[config.mk]
export PLATFORM = sky130hd
export DESIGN_NAME = pulse_gen_router
export DESIGN_NICKNAME = d
export VERILOG_FILES = /design/src/shared/pulse_gen_pkg.sv /design/src/hw/pulse_core.sv /design/src/hw/pulse_gen_router.sv
export SDC_FILE = /design/constraint.sdc
export NUM_CORES = 1
export LEC_CHECK = 0
export ABC_CLOCK_PERIOD_IN_PS = 20100
export BUFFER_PORTS_ARGS = -buffer_cell sky130_fd_sc_hd__clkbuf_2
export CAP_MARGIN = 20
export CORE_UTILIZATION = 47
export DETAILED_ROUTE_END_ITERATION = 12
export SKIP_CTS_REPAIR_TIMING = 1
export SYNTH_ARGS = -nofsm -noshare
export SYNTH_HDL_FRONTEND = slang
export SYNTH_SLANG_ARGS = --single-unit
[constraint.sdc]
create_clock -name clk -period 20.1 [get_ports clk]
set_input_delay 2.01 -clock clk [delete_from_list [all_inputs] [get_ports clk]]
set_output_delay 2.01 -clock clk [all_outputs]
set_load 0.01 [all_outputs]
[src/shared/pulse_gen_pkg.sv]
// Package: constants, modes and register map for the pulse generator and connector router
package pulse_gen_pkg;
	localparam int ADDR_W = 8;
	localparam int DATA_W = 32;
	localparam int CNT_W = 32;
	localparam logic [7:0] REG_CTRL = 8'h00;
	localparam logic [7:0] REG_PERIOD = 8'h04;
	localparam logic [7:0] REG_WIDTH1 = 8'h08;
	localparam logic [7:0] REG_WIDTH2 = 8'h0C;
	localparam logic [7:0] REG_DELAY2 = 8'h10;
	localparam logic [7:0] REG_CONN = 8'h14;
	localparam logic [7:0] REG_STATUS = 8'h18;
	// Control field positions
	localparam int CTRL_ENABLE = 0;
	localparam int CTRL_DOUBLE = 1;
	localparam int CTRL_TRIG_LO = 2;
	localparam int CTRL_EXTSRC = 4;
	localparam int CTRL_MODPOL = 5;
	localparam int CTRL_TRIGFALL = 6;
	localparam int CTRL_GATELOW = 7;
	// Connector config: conn n at bits [8n+3:8n] role, bit 8n+4 slope falling
	localparam int CONN_FIELD = 8;
	localparam int CONN_SLOPE = 4;
	localparam logic [31:0] PERIOD_RST = 32'h0000_0064;
	localparam logic [31:0] WIDTH1_RST = 32'h0000_000A;
	localparam logic [31:0] WIDTH2_RST = 32'h0000_000A;
	localparam logic [31:0] DELAY2_RST = 32'h0000_0032;
	localparam logic [31:0] UNMAPPED = 32'h0000_0000;
	typedef enum logic [1:0] {TRIG_AUTO, TRIG_SINGLE, TRIG_GATED, TRIG_RSVD} trig_mode_e;
	typedef enum logic [3:0] {
		ROLE_MARKER, ROLE_TRIGGER, ROLE_CLOCK, ROLE_SYNC, ROLE_NEXTSEG,
		ROLE_VALID, ROLE_TRANSIT, ROLE_VIDEO, ROLE_PGTRIG, ROLE_MODSRC, ROLE_OFF
	} conn_role_e;
	typedef struct packed {
		logic enable;
		logic doublePulse;
		trig_mode_e trigMode;
		logic extSource;
		logic modPolLow;
		logic trigFalling;
		logic gateLow;
	} pulse_ctrl_s;
	typedef struct packed {
		logic [CNT_W-1:0] period;
		logic [CNT_W-1:0] width1;
		logic [CNT_W-1:0] width2;
		logic [CNT_W-1:0] delay2;
	} pulse_timing_s;
endpackage

[src/hw/pulse_core.sv]
// Pulse pattern counter: single or double pulse per period
`timescale 1ns/1ps
`default_nettype none
module pulse_core #(
	parameter int CNT_W = 32
)
(
	// Clock and reset
	input wire logic clk,
	input wire logic rst_n,
	// Control
	input wire logic run,
	input wire logic start,
	input wire logic doublePulse,
	input wire pulse_gen_pkg::pulse_timing_s timing,
	// Status
	output logic pulseOut,
	output logic busy
);
	logic [CNT_W-1:0] count;
	logic active;
	logic [CNT_W-1:0] next_count;
	logic lastTick;
	logic [CNT_W-1:0] pos;

	assign lastTick = (count >= timing.period - {{(CNT_W-1){1'b0}}, 1'b1});
	assign pos = (active && !lastTick) ? next_count : '0;
	assign next_count = count + {{(CNT_W-1){1'b0}}, 1'b1};

	// Period counter; restart at period end only while start is set
	always_ff @(posedge clk or negedge rst_n)
	begin
		if (!rst_n)
		begin
			count <= '0;
			active <= 1'b0;
		end
		else if (!run)
		begin
			count <= '0;
			active <= 1'b0;
		end
		else if (!active)
		begin
			count <= '0;
			active <= start;
		end
		else if (lastTick)
		begin
			count <= '0;
			active <= start;
		end
		else
			count <= next_count;
	end

	// Pulse level: first from period start, second after start-to-start delay
	always_ff @(posedge clk or negedge rst_n)
	begin
		if (!rst_n)
			pulseOut <= 1'b0;
		else if (!run)
			pulseOut <= 1'b0;
		else if (!start && (!active || lastTick))
			pulseOut <= 1'b0; // Period ends with no restart: no stray pulse
		else
		begin
			pulseOut <= (pos < timing.width1)
				|| (doublePulse && pos >= timing.delay2
				&& pos < timing.delay2 + timing.width2);
		end
	end

	assign busy = active;
endmodule // pulse_core
`default_nettype wire

[src/hw/pulse_gen_router.sv]
// Pulse generator with trigger modes and two multi-purpose user connectors
// Notes on behaviour
// - Single mode gives one pulse per period; double mode gives two.
// - Pattern restarts every period while generation is active.
// - First pulse lasts the programmed width from period start.
// - External modulation polarity selects which level counts as active.
// - Second pulse has its own width, independent of the first.
// - Second pulse starts the programmed delay after the first starts.
// - Auto setting generates period after period without waiting.
// - Single trigger setting runs one sequence per active trigger edge seen while idle; edges during a sequence are ignored.
// - Gated setting pulses only while the gate is active.
// - Trigger edge selectable rising or falling, used only when triggered.
// - Gate polarity selectable, used only when gated.
// - Each connector has its own role; some roles only on connector two.
// - Marker role drives the connector with the marker signal.
// - Next-segment role turns an active edge into an advance request.
// - Valid role drives high while frequency and level are settled.
// - Transition role drives high while a change is in progress.
// - Connector two may output the internal pulse video signal.
// - Connector two may take an external trigger for the generator.
// - Connector two may take external modulation; source drives pulses there.
// - Trigger and clock roles take a selectable active edge.
//
// Design decisions made here: strobed register access and the register addresses.
`timescale 1ns/1ps
`default_nettype none
module pulse_gen_router #(
	parameter int CNT_W = 32
)
(
	// Clock and reset
	input wire logic clk,
	input wire logic rst_n,
	// Register port
	input wire logic [pulse_gen_pkg::ADDR_W-1:0] regAddr,
	input wire logic [pulse_gen_pkg::DATA_W-1:0] regWrData,
	input wire logic regWr,
	input wire logic regRd,
	output logic [pulse_gen_pkg::DATA_W-1:0] regRdData,
	// User connectors, output enable low while driving
	input wire logic [1:0] connIn,
	output logic [1:0] connOut,
	output logic [1:0] connOe_n,
	// Internal system signals
	input wire logic markerIn,
	input wire logic triggerOutIn,
	input wire logic clockOutIn,
	input wire logic syncOutIn,
	input wire logic settingsValid,
	// Results to the rest of the device
	output logic rfModulation,
	output logic nextSegment,
	output logic extTrigger,
	output logic extClock,
	output logic extSync
);
	pulse_gen_pkg::pulse_ctrl_s ctrl;
	pulse_gen_pkg::pulse_timing_s timing;
	logic [31:0] connCfg;
	logic [1:0] syncA;
	logic [1:0] syncB;
	logic [1:0] prevB;
	logic [1:0] riseEdge;
	logic [1:0] fallEdge;
	logic [1:0] actEdge;
	logic [3:0] role [2];
	logic [1:0] slopeFall;
	logic pgTrigEdge;
	logic gateActive;
	logic run;
	logic start;
	logic intPulse;
	logic busy;
	logic modLevel;

	// Register writes
	always_ff @(posedge clk or negedge rst_n)
	begin
		if (!rst_n)
		begin
			ctrl <= '0;
			timing.period <= pulse_gen_pkg::PERIOD_RST;
			timing.width1 <= pulse_gen_pkg::WIDTH1_RST;
			timing.width2 <= pulse_gen_pkg::WIDTH2_RST;
			timing.delay2 <= pulse_gen_pkg::DELAY2_RST;
			connCfg <= {24'h00_000A, 8'h0A};
		end
		else if (regWr)
		begin
			case (regAddr)
				pulse_gen_pkg::REG_CTRL:
				begin
					ctrl.enable <= regWrData[pulse_gen_pkg::CTRL_ENABLE];
					ctrl.doublePulse <= regWrData[pulse_gen_pkg::CTRL_DOUBLE];
					ctrl.trigMode <= pulse_gen_pkg::trig_mode_e'(regWrData[pulse_gen_pkg::CTRL_TRIG_LO +: 2]);
					ctrl.extSource <= regWrData[pulse_gen_pkg::CTRL_EXTSRC];
					ctrl.modPolLow <= regWrData[pulse_gen_pkg::CTRL_MODPOL];
					ctrl.trigFalling <= regWrData[pulse_gen_pkg::CTRL_TRIGFALL];
					ctrl.gateLow <= regWrData[pulse_gen_pkg::CTRL_GATELOW];
				end
				pulse_gen_pkg::REG_PERIOD: timing.period <= regWrData;
				pulse_gen_pkg::REG_WIDTH1: timing.width1 <= regWrData;
				pulse_gen_pkg::REG_WIDTH2: timing.width2 <= regWrData;
				pulse_gen_pkg::REG_DELAY2: timing.delay2 <= regWrData;
				pulse_gen_pkg::REG_CONN: connCfg <= regWrData;
				default: ;
			endcase
		end
	end

	// Register reads, data one cycle after the strobe only
	always_ff @(posedge clk or negedge rst_n)
	begin
		if (!rst_n)
			regRdData <= '0;
		else if (regRd)
		begin
			case (regAddr)
				pulse_gen_pkg::REG_CTRL: regRdData <= {24'h00_0000, ctrl.gateLow, ctrl.trigFalling, ctrl.modPolLow,
					ctrl.extSource, ctrl.trigMode, ctrl.doublePulse, ctrl.enable};
				pulse_gen_pkg::REG_PERIOD: regRdData <= timing.period;
				pulse_gen_pkg::REG_WIDTH1: regRdData <= timing.width1;
				pulse_gen_pkg::REG_WIDTH2: regRdData <= timing.width2;
				pulse_gen_pkg::REG_DELAY2: regRdData <= timing.delay2;
				pulse_gen_pkg::REG_CONN: regRdData <= connCfg;
				pulse_gen_pkg::REG_STATUS: regRdData <= {28'h000_0000, syncB[1], busy,
					intPulse, rfModulation};
				default: regRdData <= pulse_gen_pkg::UNMAPPED;
			endcase
		end
		else
			regRdData <= '0;
	end

	// Two-stage synchronisers on the connector pins
	always_ff @(posedge clk or negedge rst_n)
	begin
		if (!rst_n)
		begin
			syncA <= '0;
			syncB <= '0;
			prevB <= '0;
		end
		else
		begin
			syncA <= connIn;
			syncB <= syncA;
			prevB <= syncB;
		end
	end

	genvar g;
	generate
		for (g = 0; g < 2; g++)
		begin : g_conn
			assign role[g] = connCfg[g*pulse_gen_pkg::CONN_FIELD +: 4];
			assign slopeFall[g] = connCfg[g*pulse_gen_pkg::CONN_FIELD + pulse_gen_pkg::CONN_SLOPE];
			assign riseEdge[g] = syncB[g] & ~prevB[g];
			assign fallEdge[g] = ~syncB[g] & prevB[g];
			assign actEdge[g] = slopeFall[g] ? fallEdge[g] : riseEdge[g];

			// Output drive per role; input roles leave the pin released
			always_ff @(posedge clk or negedge rst_n)
			begin
				if (!rst_n)
				begin
					connOut[g] <= 1'b0;
					connOe_n[g] <= 1'b1;
				end
				else
				begin
					case (pulse_gen_pkg::conn_role_e'(role[g]))
						pulse_gen_pkg::ROLE_MARKER:
						begin
							connOut[g] <= markerIn;
							connOe_n[g] <= 1'b0;
						end
						pulse_gen_pkg::ROLE_VALID:
						begin
							connOut[g] <= settingsValid;
							connOe_n[g] <= 1'b0;
						end
						pulse_gen_pkg::ROLE_TRANSIT:
						begin
							connOut[g] <= ~settingsValid;
							connOe_n[g] <= 1'b0;
						end
						pulse_gen_pkg::ROLE_VIDEO:
						begin
							connOut[g] <= (g == 1) ? intPulse : 1'b0;
							connOe_n[g] <= (g == 1) ? 1'b0 : 1'b1;
						end
						default:
						begin
							connOut[g] <= 1'b0;
							connOe_n[g] <= 1'b1;
						end
					endcase
				end
			end
		end
	endgenerate

	// Pulse-only roles are honoured on the second connector alone
	assign pgTrigEdge = (pulse_gen_pkg::conn_role_e'(role[1]) == pulse_gen_pkg::ROLE_PGTRIG)
		&& (ctrl.trigFalling ? fallEdge[1] : riseEdge[1]);
	assign gateActive = (pulse_gen_pkg::conn_role_e'(role[1]) == pulse_gen_pkg::ROLE_PGTRIG)
		&& (syncB[1] ^ ctrl.gateLow);

	// Trigger mode decides run and start
	always_comb
	begin
		run = 1'b0;
		start = 1'b0;
		case (ctrl.trigMode)
			pulse_gen_pkg::TRIG_AUTO:
			begin
				run = ctrl.enable;
				start = 1'b1;
			end
			pulse_gen_pkg::TRIG_SINGLE:
			begin
				run = ctrl.enable;
				start = pgTrigEdge && !busy;
			end
			pulse_gen_pkg::TRIG_GATED:
			begin
				run = ctrl.enable && gateActive;
				start = 1'b1;
			end
			default: ;
		endcase
	end

	pulse_core #(
		.CNT_W(CNT_W)
	) u_core (
		.clk(clk),
		.rst_n(rst_n),
		.run(run),
		.start(start),
		.doublePulse(ctrl.doublePulse),
		.timing(timing),
		.pulseOut(intPulse),
		.busy(busy)
	);

	// Modulation source: internal or external on connector two
	assign modLevel = (pulse_gen_pkg::conn_role_e'(role[1]) == pulse_gen_pkg::ROLE_MODSRC)
		&& (syncB[1] ^ ctrl.modPolLow);

	always_ff @(posedge clk or negedge rst_n)
	begin
		if (!rst_n)
		begin
			rfModulation <= 1'b0;
			nextSegment <= 1'b0;
			extTrigger <= 1'b0;
			extClock <= 1'b0;
			extSync <= 1'b0;
		end
		else
		begin
			rfModulation <= ctrl.extSource ? modLevel : intPulse;
			nextSegment <= |(actEdge & {role[1] == 4'(pulse_gen_pkg::ROLE_NEXTSEG),
				role[0] == 4'(pulse_gen_pkg::ROLE_NEXTSEG)});
			extTrigger <= |(actEdge & {role[1] == 4'(pulse_gen_pkg::ROLE_TRIGGER),
				role[0] == 4'(pulse_gen_pkg::ROLE_TRIGGER)}) | triggerOutIn & 1'b0;
			extClock <= |(actEdge & {role[1] == 4'(pulse_gen_pkg::ROLE_CLOCK),
				role[0] == 4'(pulse_gen_pkg::ROLE_CLOCK)}) | clockOutIn & 1'b0;
			extSync <= |(syncB & {role[1] == 4'(pulse_gen_pkg::ROLE_SYNC),
				role[0] == 4'(pulse_gen_pkg::ROLE_SYNC)}) | syncOutIn & 1'b0;
		end
	end
endmodule // pulse_gen_router
`default_nettype wire

; After elaboration in Yosys (flattened, before gate mapping)
; Cells that the tools add are included.
[op_classes]
addsub = 3
n_mul = 0
div_mod_pow = 0
n_lt_le_gt_ge = 4
n_eq_ne = 23
shifts = 0
n_mux = 21
bitwise = 15
n_reduce_logical = 32
[ops]
columns = cell, count
row1 = case mux 32 bit (7 select lines), 1
row2 = 2-to-1 mux 32 bit, 5
row3 = >= comparator 32 bit, 2
row4 = less-than comparator 32 bit, 2
row5 = "adder 32 x 1 -> 32 bit, second input constant", 1
row6 = adder 32 bit, 1
row7 = "subtractor 32 x 1 -> 32 bit, second input constant", 1
row8 = "equality test 4 x 3 -> 1 bit, second input constant", 7
row9 = "equality test 8 x 5 -> 1 bit, second input constant", 3
row10 = "equality test 4 x 2 -> 1 bit, second input constant", 4
row11 = "equality test 8 x 4 -> 1 bit, second input constant", 2
row12 = AND reduction 2 bit, 6
row13 = OR reduction 2 bit, 6
row14 = 2-to-1 mux 1 bit, 11
row15 = logical AND 1 bit, 9
row16 = bitwise AND 2 bit, 4
row17 = "equality test 4 x 1 -> 1 bit, second input constant", 2
row18 = "equality test 4 bit, second input constant", 2
row19 = "equality test 8 x 3 -> 1 bit, second input constant", 1
row20 = logical NOT 4 bit, 2
row21 = logical NOT 8 bit, 1
row22 = NOT 1 bit, 5
row23 = bitwise AND 1 bit, 4
row24 = case mux 1 bit (2 select lines), 2
row25 = 10 further kinds, 14
[totals]
regBits = 249
latchBits = 0
ramBits = 0
rom_bits = 0
input_bits = 51
elab_cells = 126
memories = 0

; Longest topological paths before layout
[depth]
word_depth = 11
mapped_depth = 31

; Modules after synthesis
; A second synthesis with hierarchy kept.
[unflattened]
cells_unflattened = 1549
hier_area_um2 = 16056.6
[by_module_without_submodules]
columns = module, n_inst, cells_each, area_each_um2, seq_area_each_um2
row1 = pulse_gen_router, 1, 690, 9312.7, 5400.2
row2 = pulse_core, 1, 859, 6744.0, 850.8

; Worst setup path after synthesis
; No wires, ideal clock.
[synth_path]
path_type = reg2reg
startpoint = register, netlist name timing[103]
endpoint = register u_core.pulseOut
t_arrival_ns = 6.214
required_ns = 19.970
slack_ns = 13.756
path_stages_with_launch = 30
synth_period_minus_slack_ns = 6.344
cell_sequence = dfrtp_1 > or4_4 > or3_4 > or4_4 > nand2b_4 > nor4_4 > nand2_2 > or3_4 > xor2_1 > ha_1 > nand4_1 > nor2_1 > a21oi_1 > o211ai_1 > a21oi_1 > o21ai_1 > clkbuf_1 > clkbuf_1 > clkbuf_1 > nor2_1 > ha_1 > a21o_1 > a21o_1 > a21o_1 > a21o_1 > a21o_1 > a21oi_1 > nor2b_1 > o311ai_1 > o22ai_1
[synth_between]
elab_chain_cells = 11
word_cells_on_any_way = 15
classes_between = 1 x add/sub / 4 x order compare / 3 x mux / 7 x reduce/logical
[synth_rtl]
columns = item, line
row1 = subtractor 32 x 1 -> 32 bit (*), pulse_core.sv:26  ; assign lastTick = (count >= timing.period - {{(CNT_W-1){1'b0}}, 1'b1});
row2 = >= comparator 32 bit (*), pulse_core.sv:26
row3 = logical NOT 1 bit, pulse_core.sv:27  ; assign pos = (active && !lastTick) ? next_count : '0;
row4 = logical AND 1 bit, pulse_core.sv:27
row5 = 2-to-1 mux 32 bit, pulse_core.sv:27
row6 = >= comparator 32 bit, pulse_core.sv:69  ; || (doublePulse && pos >= timing.delay2
row7 = logical AND 1 bit, pulse_core.sv:69
row8 = logical AND 1 bit, pulse_core.sv:70  ; && pos < timing.delay2 + timing.width2);
row9 = logical OR 1 bit, pulse_core.sv:69
row10 = 2-to-1 mux 1 bit (*), pulse_core.sv:64  ; else if (!start && (!active || lastTick))
row11 = 2-to-1 mux 1 bit (*), pulse_core.sv:62  ; else if (!run)
row12 = "end signal, assigned", pulse_core.sv:68  ; pulseOut <= (pos < timing.width1)
row13 = "end, declared", pulse_core.sv:17  ; output logic pulseOut,
; Every way passes the cells marked *; elsewhere a longest branch is shown, timed or not.
; A chain may end at the register's enable or synchronous reset.

; Worst setup path in the final report
[layout_path]
startpoint = register, netlist name timing[103]
endpoint = register u_core.pulseOut
[layout_between]
elab_chain_cells = 11
word_cells_on_any_way = 15
classes_between = 1 x add/sub / 4 x order compare / 3 x mux / 7 x reduce/logical
[layout_rtl]
columns = item, line
row1 = subtractor 32 x 1 -> 32 bit (*), pulse_core.sv:26
row2 = >= comparator 32 bit (*), pulse_core.sv:26
row3 = logical NOT 1 bit, pulse_core.sv:27
row4 = logical AND 1 bit, pulse_core.sv:27
row5 = 2-to-1 mux 32 bit, pulse_core.sv:27
row6 = >= comparator 32 bit, pulse_core.sv:69
row7 = logical AND 1 bit, pulse_core.sv:69
row8 = logical AND 1 bit, pulse_core.sv:70
row9 = logical OR 1 bit, pulse_core.sv:69
row10 = 2-to-1 mux 1 bit (*), pulse_core.sv:64
row11 = 2-to-1 mux 1 bit (*), pulse_core.sv:62
; Marks and branches as above.

==> summary.txt <==
Run status
  • Outcome: complete, no violations

Cells and area
  • Commonest non-fill, non-tap cells in the layout: dfrtp_1, mux2_1, ha_1, nand2_1, nor2_1
  • Layout cell share with drive strength beyond 1: 12.5%
  • Area grow syn2layout: 11.8%
  • Commonest non-fill, non-tap cell in the layout: dfrtp_1
  • NumNets Final: 1793
  • Post-layout util: 53.4%
  • Fillcell total: 2970
  • Post-Layout Cell Count: 2048

Placement
  • Placer Congestion: 0.889
  • Post-DP HPWL: 29.2 mm
  • Placement-stage worst setup slack: 12850 ps
  • I/O Buffers: 88
  • Placed cells: 1995

Synth
  • Post-synthesis sequential area ratio: 40.4%
  • Synthesized net count: 1718
  • Largest cells by area after synthesis: dfrtp_1, ha_1, mux2_1, nand2_1, xor2_1
  • Synth Area in XOR/XNOR: 5.20%
  • Complex-gate fraction of the synthesized area: 12.3%
  • Synth top area share: 37.6%
  • Mean Syn Cell Area: 10.3 µm²
  • Synth Area in Simple Gates: 13.6%
  • Post-synth ARST share: 100%
  • Largest family of logic cells by synthesized area: simple AND/OR/NAND/NOR gates
  • #FFs+latches synth: 249
  • Post-synth top area cell: dfrtp_1
  • Yosys cell types: 68
  • Number of synthesized flops with an enable pin: 0
  • Mux cell area share after synthesis: 12.4%
  • Synth Instances: 1510
  • Dominant synthesized flop cell: dfrtp_1
  • Synthesized area: 15500 µm²
  • Synth Area in Adders: 12.8%
  • YS warnings: 0

CTS
  • CTS tree: built
  • Clk buf depth: 3
  • Clk root buf: clkbuf_16
  • Reg clk slew, reported paths: 60 ps
  • Htree depth: 1
  • TritonCTS buffer count: 27
  • Clk_lat worst skew: 550 ps
  • CTS Sinks: 249

Timing
  • RSZ-0062 raised after global routing: no
  • Fmax: 137 MHz
  • Setup violators final: 0
  • Fin crit period: 7280 ps
  • Fin. max-slew vios: 0
  • Final TNS setup: 0 ps
  • Max-Slew Margin vs Limit: 27.4%
  • Worst Skew: 19.4 ps
  • Worst slew pin tran: 1080 ps
  • Final hold vios: 0
  • Final hold slack: 351 ps
  • Final period util: 36.2%
  • Final worst-path setup slack: 12820 ps

Power
  • Maximum vdd drop: 0.0686 mV
  • PD cells: 69.3 nW/µm²
  • Leak Pwr: 0.00849 µW

Detailed routing
  • Total vias in the final route: 11.7k
  • M1 WL: 18.9 mm
  • DR WL/cell: 19.9 µm
  • DRT iter0 DRCs: 721
  • Routed wl met2: 19.2 mm
  • DRT antenna net count: 0
  • DRC Markers: 0
  • TritonRoute pass-1 iters: 5
  • Metal3 WL: 1.97 mm
  • Final wirelength: 40.8 mm
  • Top layer in use: met4
  • Via density: 5.74

Hold path
  • Hold_sp: syncA[1]
  • Min-delay worst type: flip-flop to flip-flop

Worst setup path
  • Critical path required time: 20560 ps
  • Critical path fanouts, max: 37
  • Startpoint types: flip-flop
  • Setup CP Type: flip-flop to flip-flop
  • Crit. End Element: flip-flop
  • Worst R2R Start: timing[103]
  • Setup crit start: timing[103]
  • Critical Path AT: 7740 ps

Global route
  • Largest net degree at the start of global routing: 109
  • Global-route wire length before repair: 65.4 mm
  • Vias in the first global route: 11.7k
  • Remaining global-route overflow: 0
  • Initial antenna violation count: 1
  • GRT Total Usage: 24.9%

Floorplan
  • Die width: 184 µm
  • Die H: 184 µm
  • Initial Utilization: 47.7%
  • Die area: 33700 µm²
  • Io pins: 92
  • Row cnt: 66
  • Core Region: 32500 µm²

Run
  • Number of max-cap violations: 0
==> per-layer routing <==
| layer | global-route usage (%) | up-vias |
|---|---|---|
| li1 | - | 5642 |
| met2 | 41.3 | 269 |
| met4 | 6.13 | 0 |
| met1 | 34.1 | 5790 |
| met3 | 3.61 | 47 |
| met5 | 0 | - |
==> where the power goes <==
| group | switching [µW] | internal (µW) | leakage, µW |
|---|---|---|---|
| logic | 104 | 76.6 | 0.00471 |
| registers | 21.4 | 521 | 0.00337 |
| clock network | 202 | 275 | 0.000406 |
==> logic make-up after synthesis <==
logic type / after synthesis
AOI/OAI and AO/OA: 281
xor gates and xnor gates: 92
adders and majority gates: 158
buffers and inverters: 135
DFF: 249
muxes: 171
and+or+nand+nor: 424
==> cell type report <==
cell class | instances | area, µm² | area share [%]
clock inverter | 9 | 77.6 | 0.448
inverter | 78 | 293 | 1.69
antenna | 1 | 2.50 | 0.0144
tap | 442 | 553 | 3.19
timing repair buffer | 103 | 608 | 3.51
sequential | 249 | 6250 | 36.1
clock buffer | 40 | 764 | 4.41
multi-input combinational | 1126 | 8770 | 50.6
==> registers in the layout (all words and copies together) (netlist names), 2 cells and up <==
register	count
syncA	2
connOe_n	2
syncB	2
ctrl	8
timing	128
connCfg	32
prevB	2
regRdData	32
u_core.count	32
connOut	2
==> Yosys cell counts (all sizes together) (7+ instances only) <==
cell type and n:
dfrtp 233, ha 156, or2 7, nand2 129, mux2 171, dfstp 16, o21a 10, a22oi 12
nand3 21, nand2b 13, nor2 103, nor4 10, inv 78, xnor2 43, buf 18, nor3 49
clkbuf 39, o21ai 42, and3 14, a21o 49, a31oi 27, a222oi 25, nand4 30, xor2 49
or3 9, nor2b 16, a21oi 71
==> final timing paths <==
path | to | slack, ps | depth (start not counted)
worst max-delay path | u_core.pulseOut | 12820 | 24
min in group asynchronous | regRdData[8] | 1500 | 1
max in group asynchronous | regRdData[25] | 17030 | 2
worst min register to register | syncB[1] | 350 | 0
worst max register to register | u_core.pulseOut | 12820 | 24
worst min-delay path | syncB[1] | 350 | 0
==> through the flow <==
| step | power, µW | instance area, µm² |
|---|---|---|
| detailed placement | 732 | 16400 |
| floorplan | 669 | 15500 |
| global placement | 729 | 16400 |
| CTS | 1220 | 17200 |
| global route | 1260 | 17300 |
| finish | 1200 | 17300 |
==> worst max-delay path: stages (launching register included) <==
cell       delay [ps]
dfrtp_1           450
or4_4             570
or3_4             380
or4_4             540
nand2b_4          180
nor4_4            270
nand2_2           130
or3_4             420
nor3_2            150
xnor2_1            90
ha_1              290
and4_1            220
nand3_1           110
o21ai_4           710
buf_4             430
nor2_1            160
ha_1              330
a21o_1            160
a21o_1            170
a21oi_1           270
o2111ai_1         230
a211o_1           320
a311oi_1          290
o311ai_1          150
o22ai_1           160
Note: power is estimated with default switching activity, not from simulation.
